--- src/rtl/cdce_map.svh ---
// register offsets, field positions, reset values and timing counts
`ifndef CDCE_MAP_SVH
`define CDCE_MAP_SVH

// register byte offsets on the bus
`define CDCE_SYS_OFS   16'h0100
`define CDCE_DSP_OFS   16'h0120
`define CDCE_IMP_OFS   16'h0130
`define CDCE_STAT_OFS  16'h0134

// field positions inside both clock control registers
`define CDCE_FRAC_BIT  15
`define CDCE_FREQ_HI   10
`define CDCE_FREQ_LO   8
`define CDCE_EN_BIT    6
`define CDCE_SRC_HI    3
`define CDCE_SRC_LO    0

// writable bits and reset values
`define CDCE_SYS_MASK  16'h874f
`define CDCE_DSP_MASK  16'h074f
`define CDCE_SYS_RST   16'h0400
`define CDCE_DSP_RST   16'h0004

// core and processor clock source codes
`define CDCE_SRC_MC1   4'h0
`define CDCE_SRC_MC2   4'h1
`define CDCE_SRC_PLL1  4'h4
`define CDCE_SRC_AOPLL 4'h7
`define CDCE_SRC_IF1   4'h8
`define CDCE_SRC_IF2   4'h9

// number of reference inputs
`define CDCE_NREF      6

// blanking time after a source change, rounded up to whole cycles
`define CDCE_CLK_NS    4
`define CDCE_HOLD_NS   16
`define CDCE_HOLD_CYC  ((`CDCE_HOLD_NS + `CDCE_CLK_NS - 1) / `CDCE_CLK_NS)

// impedance result validity window
`define CDCE_IMP_MIN   10'h0a9
`define CDCE_IMP_MAX   10'h3f9

`endif

--- src/rtl/cdce_pkg.sv ---
// types and source decode shared by the clock control block
`include "cdce_map.svh"
package cdce_pkg;

    // gate controller states
    typedef enum logic [1:0] {
        GATE_OFF,
        GATE_HOLD,
        GATE_RUN
    } cdce_gate_st_t;

    // clock configuration carried out of the block on the cfg outputs; the gates take en and src bits straight from the registers
    typedef struct packed {
        logic       frac;  // fractional frequency family
        logic [2:0] freq;  // frequency code
        logic       en;    // clock enable
        logic [3:0] src;   // source code
    } cdce_clk_cfg_t;

    // decoded source: usable flag and reference index
    typedef struct packed {
        logic       ok;
        logic [2:0] idx;
    } cdce_src_sel_t;

    // maps a source code onto a reference input
    function automatic cdce_src_sel_t cdce_decode_src(input logic [3:0] code);
        cdce_src_sel_t s;
        s = '{ok: 1'b1, idx: 3'h0};
        case (code)
            `CDCE_SRC_MC1:   s.idx = 3'h0;
            `CDCE_SRC_MC2:   s.idx = 3'h1;
            `CDCE_SRC_PLL1:  s.idx = 3'h2;
            `CDCE_SRC_AOPLL: s.idx = 3'h3;
            `CDCE_SRC_IF1:   s.idx = 3'h4;
            `CDCE_SRC_IF2:   s.idx = 3'h5;
            default:         s.ok  = 1'b0;
        endcase
        return s;
    endfunction : cdce_decode_src

endpackage : cdce_pkg

--- src/rtl/cdce_ref_sync.sv ---
// two-flop synchronisers and rising edge detect for reference inputs
`timescale 1ns/1ps
`default_nettype none
`include "cdce_map.svh"
module cdce_ref_sync (
    // clock and reset
    input  wire logic                  clk_i,
    input  wire logic                  rst_i,
    // asynchronous reference levels
    input  wire logic [`CDCE_NREF-1:0] ref_i,
    // one-cycle pulse per rising reference edge
    output logic      [`CDCE_NREF-1:0] rise_o
);

    genvar g;
    generate
        for (g = 0; g < `CDCE_NREF; g++) begin : g_ref
            logic meta_q, meta_d;  // first stage, read only by sync_q
            logic sync_q, sync_d;  // second stage
            logic last_q, last_d;  // previous synced level

            // next values
            always_comb begin
                meta_d = ref_i[g];
                sync_d = meta_q;
                last_d = sync_q;
            end

            // registers
            always_ff @(posedge clk_i) begin
                if (rst_i) begin
                    meta_q <= 1'b0;
                    sync_q <= 1'b0;
                    last_q <= 1'b0;
                end else begin
                    meta_q <= meta_d;
                    sync_q <= sync_d;
                    last_q <= last_d;
                end
            end

            // edge seen on the synced level only
            assign rise_o[g] = sync_q & ~last_q;
        end
    endgenerate

endmodule : cdce_ref_sync
`default_nettype wire

--- src/rtl/cdce_clk_gate.sv ---
// glitch-free enable gate with source switching for one derived clock
`timescale 1ns/1ps
`default_nettype none
`include "cdce_map.svh"
module cdce_clk_gate (
    // clock and reset
    input  wire logic                  clk_i,
    input  wire logic                  rst_i,
    // configuration
    input  wire logic                  en_i,
    input  wire logic [3:0]            src_i,
    // reference edges
    input  wire logic [`CDCE_NREF-1:0] rise_i,
    // gated tick and state
    output logic                       tick_o,
    output logic                       run_o,
    output logic      [3:0]            act_src_o
);

    cdce_pkg::cdce_gate_st_t st_q, st_d;  // gate state
    logic [2:0]              cnt_q, cnt_d; // blanking counter
    logic [3:0]              act_q, act_d; // source in use
    logic                    tick_q, tick_d;
    logic                    run_q, run_d;
    cdce_pkg::cdce_src_sel_t sel;          // decoded active source

    assign sel = cdce_pkg::cdce_decode_src(act_q);

    // next state: blank the output on enable and source changes
    always_comb begin
        st_d   = st_q;
        cnt_d  = cnt_q;
        act_d  = act_q;
        tick_d = 1'b0;
        case (st_q)
            cdce_pkg::GATE_OFF: begin
                if (en_i) begin
                    act_d = src_i;
                    cnt_d = 3'(`CDCE_HOLD_CYC);
                    st_d  = cdce_pkg::GATE_HOLD;
                end
            end
            cdce_pkg::GATE_HOLD: begin
                if (!en_i) begin
                    st_d = cdce_pkg::GATE_OFF;
                end else if (src_i != act_q) begin
                    act_d = src_i;
                    cnt_d = 3'(`CDCE_HOLD_CYC);
                end else if (cnt_q == 3'h1) begin
                    st_d = cdce_pkg::GATE_RUN;
                end else begin
                    cnt_d = cnt_q - 3'h1;
                end
            end
            cdce_pkg::GATE_RUN: begin
                if (!en_i) begin
                    st_d = cdce_pkg::GATE_OFF;
                end else if (src_i != act_q) begin
                    // switch without dropping the enable
                    act_d = src_i;
                    cnt_d = 3'(`CDCE_HOLD_CYC);
                    st_d  = cdce_pkg::GATE_HOLD;
                end else begin
                    tick_d = sel.ok & rise_i[sel.idx];
                end
            end
            default: st_d = cdce_pkg::GATE_OFF;
        endcase
        run_d = (st_d == cdce_pkg::GATE_RUN);
    end

    // registers
    always_ff @(posedge clk_i) begin
        if (rst_i) begin
            st_q   <= cdce_pkg::GATE_OFF;
            cnt_q  <= 3'h0;
            act_q  <= 4'h0;
            tick_q <= 1'b0;
            run_q  <= 1'b0;
        end else begin
            st_q   <= st_d;
            cnt_q  <= cnt_d;
            act_q  <= act_d;
            tick_q <= tick_d;
            run_q  <= run_d;
        end
    end

    assign tick_o    = tick_q;
    assign run_o     = run_q;
    assign act_src_o = act_q;
endmodule : cdce_clk_gate
`default_nettype wire

--- src/rtl/cdce_clock_ctrl.sv ---
// core and processor clock enable control with wishbone registers
//
// Local design decision: the Wishbone interface to the registers.
`timescale 1ns/1ps
`default_nettype none
`include "cdce_map.svh"
module cdce_clock_ctrl (
    // clock and reset
    input  wire logic                          clk_i,
    input  wire logic                          rst_i,
    // wishbone slave
    input  wire logic                          wb_cyc_i,
    input  wire logic                          wb_stb_i,
    input  wire logic                          wb_we_i,
    input  wire logic        [15:0]            wb_adr_i,
    input  wire logic        [3:0]             wb_sel_i,
    input  wire logic        [31:0]            wb_dat_i,
    output logic             [31:0]            wb_dat_o,
    output logic                               wb_ack_o,
    // reference clock pins, asynchronous
    input  wire logic        [`CDCE_NREF-1:0]  ref_clk_i,
    // impedance measurement, same clock
    input  wire logic                          impedance_strobe_i,
    input  wire logic        [9:0]             impedance_dac_value_i,
    input  wire logic        [1:0]             impedance_range_indication_i,
    // derived clock ticks and settings
    output logic                               core_clock_o,
    output logic                               processor_clock_o,
    output cdce_pkg::cdce_clk_cfg_t            core_clock_cfg_o,
    output cdce_pkg::cdce_clk_cfg_t            processor_clock_cfg_o,
    // impedance result
    output logic                               impedance_valid_o,
    output logic             [1:0]             impedance_range_o
);

    // register state
    logic [15:0] sys_q, sys_d;    // system_clock_control
    logic [15:0] dsp_q, dsp_d;    // dsp_clock_control
    logic        ack_q, ack_d;    // bus acknowledge
    logic [31:0] rdat_q, rdat_d;  // read data
    logic [9:0]  dac_q, dac_d;    // last dac value
    logic        val_q, val_d;    // result valid
    logic [1:0]  rng_q, rng_d;    // qualified range

    // bus request, one per access
    logic req;
    logic wr;
    logic [`CDCE_NREF-1:0] rise;       // reference edges
    logic                  core_run;   // core gate running
    logic                  proc_run;   // processor gate running
    logic [3:0]            core_act;   // core source in use
    logic [3:0]            proc_act;   // processor source in use
    logic                  in_win;     // dac value inside window

    assign req = wb_cyc_i & wb_stb_i & ~ack_q;
    assign wr  = req & wb_we_i;

    // byte-lane merge of a 16-bit register
    function automatic logic [15:0] merge16(input logic [15:0] old,
                                            input logic [15:0] mask);
        logic [15:0] nv;
        nv[7:0]  = wb_sel_i[0] ? wb_dat_i[7:0]  : old[7:0];
        nv[15:8] = wb_sel_i[1] ? wb_dat_i[15:8] : old[15:8];
        return nv & mask;
    endfunction : merge16

    // unpack a control register into the carrier
    function automatic cdce_pkg::cdce_clk_cfg_t to_cfg(input logic [15:0] r);
        cdce_pkg::cdce_clk_cfg_t c;
        c.frac = r[`CDCE_FRAC_BIT];
        c.freq = r[`CDCE_FREQ_HI:`CDCE_FREQ_LO];
        c.en   = r[`CDCE_EN_BIT];
        c.src  = r[`CDCE_SRC_HI:`CDCE_SRC_LO];
        return c;
    endfunction : to_cfg

    // register writes: source, frequency and enable land together
    always_comb begin
        sys_d = sys_q;
        dsp_d = dsp_q;
        if (wr) begin
            case (wb_adr_i)
                `CDCE_SYS_OFS: sys_d = merge16(sys_q, `CDCE_SYS_MASK);
                `CDCE_DSP_OFS: dsp_d = merge16(dsp_q, `CDCE_DSP_MASK);
                default: ;
            endcase
        end
    end

    // read mux and acknowledge; unmapped reads return zero
    always_comb begin
        ack_d  = req;
        rdat_d = 32'h0000_0000;
        if (req && !wb_we_i) begin
            case (wb_adr_i)
                `CDCE_SYS_OFS:  rdat_d = {16'h0000, sys_q};
                `CDCE_DSP_OFS:  rdat_d = {16'h0000, dsp_q};
                `CDCE_IMP_OFS:  rdat_d = {16'h0000, 3'h0, val_q, rng_q, dac_q};
                `CDCE_STAT_OFS: rdat_d = {16'h0000, 2'h0, proc_run, core_run,
                                          4'h0, proc_act, core_act};
                default:        rdat_d = 32'h0000_0000;
            endcase
        end
    end

    // bus and control registers
    always_ff @(posedge clk_i) begin
        if (rst_i) begin
            sys_q  <= `CDCE_SYS_RST;
            dsp_q  <= `CDCE_DSP_RST;
            ack_q  <= 1'b0;
            rdat_q <= 32'h0000_0000;
        end else begin
            sys_q  <= sys_d;
            dsp_q  <= dsp_d;
            ack_q  <= ack_d;
            rdat_q <= rdat_d;
        end
    end

    assign wb_ack_o = ack_q;
    assign wb_dat_o = rdat_q;

    // configuration straight from the control flops
    assign core_clock_cfg_o      = to_cfg(sys_q);
    assign processor_clock_cfg_o = to_cfg(dsp_q);

    // impedance window, overriding the range indication
    assign in_win = (impedance_dac_value_i >= `CDCE_IMP_MIN) &&
                    (impedance_dac_value_i <= `CDCE_IMP_MAX);

    // capture a new result on each strobe
    always_comb begin
        dac_d = dac_q;
        val_d = val_q;
        rng_d = rng_q;
        if (impedance_strobe_i) begin
            dac_d = impedance_dac_value_i;
            val_d = in_win;
            // an out-of-window value suppresses the range
            rng_d = in_win ? impedance_range_indication_i : 2'h0;
        end
    end

    // impedance registers
    always_ff @(posedge clk_i) begin
        if (rst_i) begin
            dac_q <= 10'h000;
            val_q <= 1'b0;
            rng_q <= 2'h0;
        end else begin
            dac_q <= dac_d;
            val_q <= val_d;
            rng_q <= rng_d;
        end
    end

    assign impedance_valid_o = val_q;
    assign impedance_range_o = rng_q;

    // reference synchronisers shared by both gates
    cdce_ref_sync u_sync (
        .clk_i  (clk_i),
        .rst_i  (rst_i),
        .ref_i  (ref_clk_i),
        .rise_o (rise)
    );

    // core clock gate
    cdce_clk_gate u_core (
        .clk_i     (clk_i),
        .rst_i     (rst_i),
        .en_i      (sys_q[`CDCE_EN_BIT]),
        .src_i     (sys_q[`CDCE_SRC_HI:`CDCE_SRC_LO]),
        .rise_i    (rise),
        .tick_o    (core_clock_o),
        .run_o     (core_run),
        .act_src_o (core_act)
    );

    // processor clock gate
    cdce_clk_gate u_proc (
        .clk_i     (clk_i),
        .rst_i     (rst_i),
        .en_i      (dsp_q[`CDCE_EN_BIT]),
        .src_i     (dsp_q[`CDCE_SRC_HI:`CDCE_SRC_LO]),
        .rise_i    (rise),
        .tick_o    (processor_clock_o),
        .run_o     (proc_run),
        .act_src_o (proc_act)
    );
endmodule : cdce_clock_ctrl
`default_nettype wire

--- config.mk ---
export PLATFORM = sky130hd
export DESIGN_NAME = cdce_clock_ctrl
export DESIGN_NICKNAME = d
export VERILOG_FILES = /design/src/rtl/cdce_pkg.sv /design/src/rtl/cdce_ref_sync.sv /design/src/rtl/cdce_clk_gate.sv /design/src/rtl/cdce_clock_ctrl.sv
export VERILOG_INCLUDE_DIRS = /design/src /design/src/rtl
export SDC_FILE = /design/constraint.sdc
export NUM_CORES = 1
export LEC_CHECK = 0
export BUFFER_PORTS_ARGS = -buffer_cell sky130_fd_sc_hd__buf_2
export CAP_MARGIN = 10
export CORE_ASPECT_RATIO = 0.75
export CORE_MARGIN = 5
export CORE_UTILIZATION = 40
export DETAILED_ROUTE_END_ITERATION = 12
export PLACE_DENSITY_LB_ADDON = 0.1
export RECOVER_POWER = 100
export SETUP_SLACK_MARGIN = 0.3
export SKIP_CTS_REPAIR_TIMING = 1
export SYNTH_ARGS = -nofsm -noshare
export SYNTH_HDL_FRONTEND = slang
export SYNTH_SLANG_ARGS = --single-unit
--- constraint.sdc ---
create_clock -name clk_i -period 3.09 [get_ports clk_i]
set_input_delay 0.618 -clock clk_i [delete_from_list [all_inputs] [get_ports clk_i]]
set_output_delay 0.618 -clock clk_i [all_outputs]
set_load 0.02 [all_outputs]
After elaboration in Yosys (flattened, before gate mapping)
Index checks and enable logic that the tools add are counted.

Flip-flop bits (word level): 103. Output and inout port bits: 56.

Add/subtract/negate cells: 2. Order comparisons: 4. Equal/unequal tests: 38. Muxes and demuxes: 46. Bitwise gates (word level): 23. Reductions and logical operators: 26.

Operators by type and width (count): == test 16 x 9 -> 1 bit, second input constant (4); one-hot mux 16 bit (4 select lines) (1); 2-to-1 mux 3 bit (12); one-hot mux 3 bit (5 select lines) (2); 2-to-1 mux 2 bit (13); 2-to-1 mux 4 bit (6); one-hot mux 3 bit (3 select lines) (2); == test 4 x 3 -> 1 bit, second input constant (4); == test 4 bit, second input constant (4); one-hot mux 4 bit (2 select lines) (2); inequality test 2 x 1 -> 1 bit, second input constant (6); inequality test 2 bit, second input constant (6); inverter 1 bit (12); one-hot mux 2 bit (3 select lines) (2); AND reduction 3 bit (4); AND reduction 6 bit (2); OR reduction 6 bit (2); bitwise AND 1 bit (11); >= comparator 10 x 8 -> 1 bit, second input constant (1); less-or-equal comparator 10 bit, second input constant (1); == test 2 bit, second input constant (4); == test 4 x 1 -> 1 bit, second input constant (2); zero test 4 bit (2); less-than comparator 3 x 4 -> 1 bit, second input constant (2); 15 further kinds (32).

Longest topological paths before layout
Gate-level depths: netlist (run 1).

Depth after elaboration: 6. Depth in mapped cells: 7.

Hierarchy
From an unflattened synthesis (run 1), not the netlist that was laid out.

Cells, all modules: 444. Area, all modules: 4127.7 um^2.

Modules (own cells, without submodules): cdce_clock_ctrl (instances 1, cells each 229, area an instance 2134.5 um^2, sequential area each 920.9 um^2); cdce_clk_gate (instances 2, cells each 86, area an instance 733.2 um^2, sequential area each 220.2 um^2); cdce_ref_sync (instances 1, cells each 43, area an instance 526.8 um^2, sequential area each 360.3 um^2).

Worst setup path before layout (run 1)
OpenSTA, ideal clock, no wires.

Path type: input-to-reg. From: in wb_adr_i[1]. To: reg sys_q[15]. Setup time: 0.128 ns. Arrival: 1.832 ns. Data required time: 2.962 ns. Path slack: 1.130 ns. Cell stages on the path: 5. Buffers on the path: 0. Cell sequence: nor4_4 nand3_4 nor4_4 mux2i_1 nor2_1.

Word-level cells in the longest chain between the ends: 2.

Ends and longest elaborated chain: from (decl) (line cdce_clock_ctrl.sv:15) `input wire logic [15:0] wb_adr_i,`; == test 16 x 9 -> 1 bit (line cdce_clock_ctrl.sv:82) `case (wb_adr_i)`; AND reduction 3 bit (no line); to (signal assigned) (line cdce_clock_ctrl.sv:109) `` sys_q <= `CDCE_SYS_RST; ``; to (signal assigned) (line cdce_clock_ctrl.sv:114) `sys_q <= sys_d;`; to (decl) (line cdce_clock_ctrl.sv:37) `logic [15:0] sys_q, sys_d;`.

No other way between the ends. A chain may end at the register's enable or synchronous reset.

Worst setup path after layout (run 1)
From: in wb_adr_i[1]. To: reg dsp_q[2].

Word-level cells in the longest chain between the ends: 2.

Ends and longest elaborated chain: == test 16 x 9 -> 1 bit (line cdce_clock_ctrl.sv:82); AND reduction 3 bit (no line); to (signal assigned) (line cdce_clock_ctrl.sv:110) `` dsp_q <= `CDCE_DSP_RST; ``; to (signal assigned) (line cdce_clock_ctrl.sv:115) `dsp_q <= dsp_d;`; to (decl) (line cdce_clock_ctrl.sv:38) `logic [15:0] dsp_q, dsp_d;`.

No other way between the ends.

==> results of run 1 <==
## final timing paths
path / startpoint / depth (start not counted) / end
worst max-delay path: wb_adr_i[1] / 6 / dsp_q[2]$_SDFFE_PP1P_
worst min-delay path: u_sync.g_ref[0].meta_q$_SDFF_PP0_ / 1 / u_sync.g_ref[0].last_d$_SDFF_PP0_
worst max register to register: u_proc.act_src_o[0]$_SDFFE_PP0P_ / 5 / u_proc.cnt_q[0]$_SDFFE_PP0P_
worst min register to register: u_sync.g_ref[0].meta_q$_SDFF_PP0_ / 1 / u_sync.g_ref[0].last_d$_SDFF_PP0_
## stage by stage
stage	worst slack, ps	instance area, µm²	std cells	total power, W
final	598	4760	650	0.00237
after floorplan	1130	4160	446	0.00127
after global placement	815	4550	634	0.00131
after detailed placement	816	4550	634	0.00131
after CTS	1120	4850	650	0.00240
after global routing	466	4760	650	0.00247
## area by class of cell
cell class	instances	area, µm²
clock buffers	11	243
clock inverters	5	58.8
fillers	1023	5370
inverters	17	63.8
multi-input cells	306	2100
flip-flops and latches	86	1720
well taps	136	170
repair buffers	89	397
## state kept, by name, summed over array words and instances (netlist names)
signal,flops
u_proc.run_o,1
impedance_range_o,2
dsp_q,8
dac_q,10
u_proc.cnt_q,3
u_core.act_src_o,4
u_sync.g_ref.last_q,6
u_sync.g_ref.meta_q,6
wb_dat_o,15
wb_ack_o,1
u_sync.g_ref.last_d,6
u_core.tick_o,1
u_proc.tick_o,1
impedance_valid_o,1
sys_q,9
u_core.st_q,2
u_core.cnt_q,3
u_core.run_o,1
u_proc.act_src_o,4
u_proc.st_q,2
## metal layers
metal	vias up	GRT usage (%)	wire length, µm
met2	78	22.1	3990
li1	1612	-	-
met4	0	4.45	111
met3	9	4.23	618
met5	-	0	0
met1	1483	24.3	5040
## power by group through the flow
| stage | sequential (W) | combinational [W] | clock (W) |
|---|---|---|---|
| 6_report | 0.00114 | 0.000145 | 0.00109 |
| 5_1_grt | 0.00114 | 0.000160 | 0.00117 |
| 4_1_cts | 0.00114 | 0.000149 | 0.00112 |
| 3_5_place_dp | 0.00116 | 0.000149 | 0 |
| 3_3_place_gp | 0.00116 | 0.000147 | 0 |
| 2_1_floorplan | 0.00116 | 0.000105 | 0 |
## layout by cell type (no fill, tap or decap), types with 11 or more instances in the layout
master    count
dfxtp_1      86
nor2_1       61
mux2i_1      50
buf_2        49
clkbuf_1     40
nor2b_1      25
conb_1       18
inv_1        17
nor3_1       14
a21oi_1      13
ha_1         12
nand2_1      11
## kinds of logic after synthesis
kind of cell	count (synthesis)	share of synthesized area (%)
adders and majority gates	12	3.66
xor gates and xnor gates	8	1.71
muxes	51	12.5
other	1	0.0915
and+or+nand+nor	157	22.7
AOI/OAI and AO/OA	60	10.1
buffers and inverters	54	7.23
DFF	86	42.0
==> qor.csv, run 1 <==
stage,metric,value,unit
outcome,status,completed,
clocking,H-tree Lvls,3,
global_route,first-pass GRT wire length,15800,µm
yosys,synth top area cells,"dfxtp_1 (42%), mux2i_1 (12%), nor2_1 (5.6%), nor2b_1 (3.8%), buf_4 (3.7%)",
sta,setup TNS,0,ps
yosys,Post-Syn Area,0.00410,mm²
pwr,Sw Ratio,22.8,%
pwr,PwrDens,499,mW/mm²
sta,final hold slack,436,ps
yosys,Yosys cell types,57,
global_route,initial antenna violation count,0,
critical_path,CP Capture Type,flop,
sta,Least-Margin Pin Slew,1050,ps
critical_path,crit-path max cell delay,730,ps
sta,Final setup viols,0,
pwr,Clock power frac,45.9,%
yosys,"count leader, synth",dfxtp_1,
critical_path,Critical Path RT,3310,ps
global_route,largest net degree at the start of global routing,53,
yosys,register bit total from synthesis,86,
critical_path,CP max FO,6,
sta,final-report hold violation count,0,
cells_and_area,Finished Core Util,46.9,%
sta,clk_skew,5.31,ps
global_route,Tot GR Track Use,16.0,%
critical_path,WS Path Type,in -> reg,
route,DRC viols,0,
sta,minimum clock period,2490,ps
pwr,combinational share of power,6.1,%
pwr,P_leak,1.89,nW
floorplanning,Die X,127,µm
cells_and_area,nets@finish,597,
route,final wirelength,9770,µm
clocking,"Clk Latency, worst-skew pair",340,ps
sta,Slew Limit Fails,0,
run,max-capacitance violation count,0,
yosys,Ys Warns,0,
yosys,Synth top area share,42.0,%
critical_path,crit path DAT,2720,ps
place,IO Port Bufs,88,
critical_path,buffers and inverters on the worst path,1,
pwr,P_int,0.00183,W
cells_and_area,Ant. Diodes,0,
global_route,GRT overflow,0,
floorplanning,die area,0.0124,mm²
yosys,Post-synth EDFFs,0,
sta,Max Clk Rate,401,MHz
sta,period utilization,80.6,%
clocking,clock slew at reported path FFs,60,ps
critical_path,"slowest stage cell, crit path",nor4_1,
hold_path,worst min path class,reg -> reg,
yosys,"Avg Cell Area, Syn",9.55,µm²
route,starting DRC count in detailed routing,173,
route,drt first pass iters,4,
yosys,"area leader, netlist",dfxtp_1,
yosys,commonest cells in the netlist,"dfxtp_1 (86), nor2_1 (61), mux2i_1 (50)",
pwr,Switch Pwr,0.000540,W
cells_and_area,Layout area overhead,16.0,%
place,gpl congestion,0.824,
route,via count,3182,
sta,RSZ-0062 raised after global routing,no,
pwr,VDD IR max,0.000338,V
global_route,number of global-route vias before repair,3031,
floorplanning,IO Pins,132,
floorplanning,initial core utilization,40.5,%
floorplanning,CORE AREA,0.0101,mm²
route,post-route ant nets,0,
pwr,sequential power share,48.0,%
clocking,CTS tree,done,
yosys,Gate Count Post-Synth,429,
yosys,Main synth FF type,dfxtp_1,
place,DP Wirelength,7360,µm
floorplanning,Die Span Y,97.7,µm
critical_path,flop2flop setup slack,670,ps
critical_path,CP Cell Sequence,buf_2 > nor4_1 > nand3_4 > nor3_2 > nor2b_1 > a211o_1,
floorplanning,Row Count,32,
critical_path,Startpoint Class,input pin,
clocking,clock net sink count,86,
clocking,clk buf depth,2,
route,DR WL/cell,15.0,µm
yosys,register area share after synthesis,42.0,%
clocking,CTS Buf Count,9,
clocking,CTS root buf,clkbuf_16,
critical_path,"delay-heaviest family, CP",simple AND/OR/NAND/NOR gates,
cells_and_area,share of cells above drive strength 1,16.1,%
route,Via density,4.90,
yosys,Post-synth ARST share,0,%
sta,Worst slew margin,30.3,%
Power figures use the tool's default switching activity.
==> run 2: changes to the inputs <==
Clock period 3.09 ns to 2.2 ns, I/O delays scaled along.
==> run 2 against run 1 <==
Via count increased by 2.6%. Hold slack got worse by 130 ps. Sequential share of layout area fell by 1.0 points. Power increased by 42%. Final cell count increased by 2.6%. Sequential cell count did not move. Critical path type unchanged. Highest routed layer unchanged.
==> qor.csv, run 2 (synthesis results as in run 1) <==
stage,metric,value,unit,change
outcome,status,completed,,
global_route,Tot GR Track Use,16.0,%,about the same
cells_and_area,Ant. Diodes,0,,unchanged
cells_and_area,share of cells above drive strength 1,19.0,%,+2.9 points
global_route,first-pass GRT wire length,15800,µm,-0.57%
clocking,CTS tree,done,,
floorplanning,IO Pins,132,,unchanged
sta,Final setup viols,0,,unchanged
cells_and_area,"commonest non-fill, non-tap cell in the layout",dfxtp_1,,
place,DP Wirelength,7570,µm,+2.8%
floorplanning,die area,0.0124,mm²,unchanged
sta,final setup margin,295,ps,-304 ps
critical_path,crit path DAT,2180,ps,-540 ps
place,"worst slack, placed",127,ps,-689 ps
floorplanning,Die Span Y,97.7,µm,unchanged
cells_and_area,max FFs per register,15,,unchanged
sta,setup TNS,0,ps,unchanged
sta,Slew Limit Fails,0,,unchanged
pwr,P_leak,1.97,nW,+4.3%
route,DR WL/cell,14.8,µm,-1.8%
critical_path,Critical Path RT,2470,ps,-840 ps
global_route,GRT overflow,0,,unchanged
sta,Worst slew margin,44.5,%,+14 points
global_route,initial antenna violation count,0,,unchanged
route,starting DRC count in detailed routing,166,,-4.0%
critical_path,CP Capture Type,flop,,
place,gpl congestion,0.833,,+1.2%
sta,clk_skew,4.80,ps,-0.506 ps
hold_path,worst min path class,in -> reg,,
cells_and_area,"commonest cells after routing, fill and taps aside","dfxtp_1 (83), nor2_1 (61), mux2i_1 (50)",,
clocking,CTS root buf,clkbuf_16,,
clocking,clock net sink count,86,,unchanged
critical_path,r2r worst-path depth,6,,+1
route,via count,3264,,+2.6%
floorplanning,initial core utilization,40.5,%,unchanged
route,drt first pass iters,4,,unchanged
floorplanning,Die X,127,µm,unchanged
cells_and_area,nets@finish,614,,+2.8%
sta,final-report hold violation count,0,,unchanged
route,DRC viols,0,,unchanged
route,Via density,4.89,,about the same
critical_path,WS Path Type,in -> reg,,
pwr,VDD IR max,0.000434,V,+28%
critical_path,CP max FO,9,,+3
sta,minimum clock period,1910,ps,
clocking,H-tree Lvls,3,,unchanged
global_route,number of global-route vias before repair,3053,,+0.73%
route,post-route ant nets,0,,unchanged
floorplanning,Row Count,32,,unchanged
clocking,clock slew at reported path FFs,60,ps,about the same
sta,Least-Margin Pin Slew,832,ps,-213 ps
clocking,CTS Buf Count,9,,unchanged
place,IO Port Bufs,88,,unchanged
critical_path,Startpoint Class,input pin,,
sta,period utilization,86.6,%,
clocking,clk buf depth,2,,unchanged
pwr,PwrDens,687,mW/mm²,+38%
floorplanning,CORE AREA,0.0101,mm²,unchanged
sta,Max Clk Rate,525,MHz,
cells_and_area,Layout area overhead,19.7,%,
run,max-capacitance violation count,0,,unchanged
global_route,largest net degree at the start of global routing,40,,-25%
sta,RSZ-0062 raised after global routing,yes,,
route,final wirelength,9840,µm,+0.73%
clocking,"Clk Latency, worst-skew pair",340,ps,about the same
hold_path,hold path depth,2,,+1
[run 2: where the power goes]
| group | switching, W | internal (W) |
|---|---|---|
| combinational | 0.000128 | 0.0000824 |
| clock | 0.000642 | 0.000918 |
| sequential | 0.0000143 | 0.00159 |
[run 2: worst paths after layout]
kind	end	startpoint	slack (ps)
min reg2reg	u_sync.g_ref[0].last_d$_SDFF_PP0_	u_sync.g_ref[0].meta_q$_SDFF_PP0_	430
min	impedance_range_o[1]$_SDFFE_PP0P_	impedance_range_indication_i[1]	310
max	wb_dat_o[10]$_SDFF_PP0_	wb_adr_i[6]	290
max reg2reg	u_core.act_src_o[2]$_SDFFE_PP0P_	u_core.act_src_o[0]$_SDFFE_PP0P_	350
[run 2: final cells by class]
class,count,area (µm²)
timing repair buffer,106,507
clock buffer,10,239
sequential,86,1730
clock inverter,6,68.8
multi-input combinational,306,2130
inverter,17,63.8
tap,136,170
fill,1023,5220
[run 2: worst max-delay path, cell delays in order]
cell and delay [ps]:
buf_2 100, nor4b_2 500, nand4_1 230, or2_0 450, o32a_1 360, nor2_1 90
[run 2: stage by stage]
step	util (%)	cell area (µm²)	std cells	hold WS, ps	total power, W
CTS	49.1	4980	666	292	0.00342
global placement	46.1	4670	650	418	0.00185
global route	48.5	4910	667	296	0.00351
finish	48.5	4910	667	307	0.00337
floorplan	-	4160	446	409	0.00178
detailed placement	46.1	4670	650	420	0.00185
[run 2: metal layers]
| layer | GRT usage [%] | share of wire [%] | vias up |
|---|---|---|---|
| li1 | - | - | 1642 |
| met1 | 23.3 | 50 | 1516 |
| met2 | 23.2 | 42 | 96 |
| met5 | 0 | 0 | - |
| met4 | 3.96 | 0.96 | 0 |
| met3 | 4.62 | 6.7 | 10 |
==> run 3: changes to the inputs <==
Clock period 2.2 ns to 2.16 ns, I/O delays scaled along.
==> run 3 against run 2 <==
Setup slack improved by 23 ps. Sequential share of layout area decreased by 0.48 points. Die area unchanged. Final cell count increased by 0.90%. Power increased by 1.5%. Critical path depth decreased by 1. Sequential cell count unchanged. Largest power group unchanged. Sequential power about the same. Combinational power increased by 3%. Via count increased by 1.2%.
==> qor.csv, run 3 (synthesis results as in run 1) <==
stage,metric,value,unit,change
outcome,status,completed,,
clocking,CTS Buf Count,9,,unchanged
pwr,P_leak,2.00,nW,+1.8%
sta,Final setup viols,0,,unchanged
cells_and_area,fin cells,673,,+0.90%
hold_path,Hold Path Sink,u_sync.g_ref[1].meta_q$_SDFF_PP0_,,
cells_and_area,FILL cells,1042,,+1.9%
clocking,CTS tree,done,,
floorplanning,CORE AREA,0.0101,mm²,unchanged
run,max-capacitance violation count,0,,unchanged
floorplanning,Row Count,32,,unchanged
clocking,"Clk Latency, worst-skew pair",340,ps,about the same
pwr,VDD IR max,0.000420,V,-3.1%
pwr,PwrDens,689,mW/mm²,+0.28%
place,gpl congestion,0.839,,+0.70%
cells_and_area,Finished Core Util,49.0,%,+0.57 points
critical_path,"slowest stage cell, crit path",nor4_2,,
floorplanning,Die X,127,µm,unchanged
critical_path,crit path DAT,2110,ps,-70 ps
place,DP Wirelength,7650,µm,+1.1%
clocking,clock slew at reported path FFs,60,ps,about the same
critical_path,Critical Path RT,2430,ps,-40 ps
cells_and_area,Layout area overhead,21.2,%,
place,IO Port Bufs,88,,unchanged
floorplanning,initial core utilization,40.5,%,unchanged
global_route,number of global-route vias before repair,3108,,+1.8%
sta,final-report hold violation count,0,,unchanged
route,via count,3302,,+1.2%
critical_path,"delay-heaviest family, CP",simple AND/OR/NAND/NOR gates,,
route,drt first pass iters,4,,unchanged
cells_and_area,max FFs per register,15,,unchanged
floorplanning,Die Span Y,97.7,µm,unchanged
clocking,H-tree Lvls,3,,unchanged
pwr,Power Total,0.00342,W,+1.5%
critical_path,worst r2r dst,u_proc.cnt_q[0]$_SDFFE_PP0P_,,
place,"worst slack, placed",109,ps,-18.1 ps
sta,Max Clk Rate,543,MHz,
global_route,Tot GR Track Use,16.2,%,+0.19 points
critical_path,CP Capture Type,flop,,
critical_path,flop2flop setup slack,320,ps,-30 ps
route,Top Metal Used,met4,,
sta,Least-Margin Pin Slew,861,ps,+29.1 ps
clocking,clock net sink count,86,,unchanged
critical_path,buffers and inverters on the worst path,0,,-1
cells_and_area,"commonest non-fill, non-tap cell in the layout",dfxtp_1,,
critical_path,r2r worst-path depth,5,,-1
hold_path,hold path depth,2,,unchanged
cells_and_area,share of cells above drive strength 1,19.6,%,+0.53 points
route,M1 WL,5210,µm,+5.1%
floorplanning,IO Pins,132,,unchanged
route,met3 routed WL,564,µm,-14%
sta,RSZ-0062 raised after global routing,yes,,
sta,minimum clock period,1840,ps,
place,placed insts,653,,+0.46%
global_route,largest net degree at the start of global routing,40,,unchanged
cells_and_area,"commonest cells after routing, fill and taps aside","dfxtp_1 (86), nor2_1 (61), mux2i_1 (50)",,
critical_path,Startpoint Class,flop,,
hold_path,worst min path class,in -> reg,,
sta,Worst slew margin,42.6,%,-1.9 points
cells_and_area,nets@finish,620,,+0.98%
critical_path,crit-path max cell delay,470,ps,-30 ps
critical_path,CP max FO,5,,-4
sta,final setup margin,317,ps,+22.5 ps
route,post-route ant nets,0,,unchanged
clocking,clk buf depth,2,,unchanged
global_route,initial antenna violation count,0,,unchanged
route,DR WL/cell,14.9,µm,+0.92%
cells_and_area,Ant. Diodes,0,,unchanged
route,final wirelength,10000,µm,+1.8%
route,Via density,4.91,,+0.26%
route,starting DRC count in detailed routing,230,,+39%
sta,setup TNS,0,ps,unchanged
route,DRC viols,0,,unchanged
critical_path,WS Path Type,reg -> reg,,
global_route,first-pass GRT wire length,15900,µm,+1.1%
sta,clk_skew,7.41,ps,+2.61 ps
clocking,CTS root buf,clkbuf_16,,
sta,Slew Limit Fails,0,,unchanged
sta,period utilization,85.3,%,
hold_path,Hold Path Origin,ref_clk_i[1],,
critical_path,CP Cell Sequence,xor2_1 > nor4_2 > nand2_2 > or4_1 > o21ai_0,,
critical_path,worst r2r src,dsp_q[2]$_SDFFE_PP1P_,,
route,met2 routed wirelength,4170,µm,+0.94%
global_route,GRT overflow,0,,unchanged
floorplanning,die area,0.0124,mm²,unchanged
[run 3: cell types whose count changed in the layout (fill, tap and decap cells not counted), sizes merged]
cell      before  now
clkbuf        55   57
buf           61   66
inv           19   17
clkinvlp       1    2
[run 3: layout make-up]
type | count | area [µm²] | area share (%)
Clock inverter | 5 | 58.8 | 1.18
Tap cell | 136 | 170 | 3.43
Sequential cell | 86 | 1720 | 34.7
Multi-Input combinational cell | 306 | 2150 | 43.4
Inverter | 17 | 63.8 | 1.28
Timing Repair Buffer | 112 | 554 | 11.2
Clock buffer | 11 | 243 | 4.89
[run 3: worst max-delay path by stage]
| stage | cells past startpoint | to | from |
|---|---|---|---|
| final | 5 | u_proc.cnt_q[0]$_SDFFE_PP0P_ | dsp_q[2]$_SDFFE_PP1P_ |
| after global routing | 5 | u_proc.cnt_q[0]$_SDFFE_PP0P_ | dsp_q[2]$_SDFFE_PP1P_ |
| after CTS | 5 | u_core.act_src_o[3]$_SDFFE_PP0P_ | u_core.act_src_o[0]$_SDFFE_PP0P_ |
| after detailed placement | 6 | dsp_q[10]$_SDFFE_PP0P_ | wb_adr_i[6] |
| after global placement | 6 | wb_dat_o[10]$_SDFF_PP0_ | wb_adr_i[1] |
| after floorplan | 5 | sys_q[15]$_SDFFE_PP0P_ | wb_adr_i[1] |
[run 3: layer usage]
| metal | global-route usage [%] | vias up |
|---|---|---|
| li1 | - | 1653 |
| met1 | 24.0 | 1557 |
| met2 | 22.9 | 81 |
| met3 | 4.34 | 11 |
| met4 | 4.62 | 0 |
| met5 | 0 | - |
[run 3: through the flow]
step | cell area (µm²) | hold WS (ps)
4_1_cts | 4990 | 286
2_1_floorplan | 4160 | 409
3_5_place_dp | 4690 | 423
6_report | 4970 | 295
5_1_grt | 4970 | 294
3_3_place_gp | 4690 | 418
[run 3: power breakdown]
part | total (W) | switching (W) | internal [W]
Clock | 0.00157 | 0.000645 | 0.000928
Sequential | 0.00163 | 0.0000148 | 0.00161
Combinational | 0.000216 | 0.000132 | 0.0000844
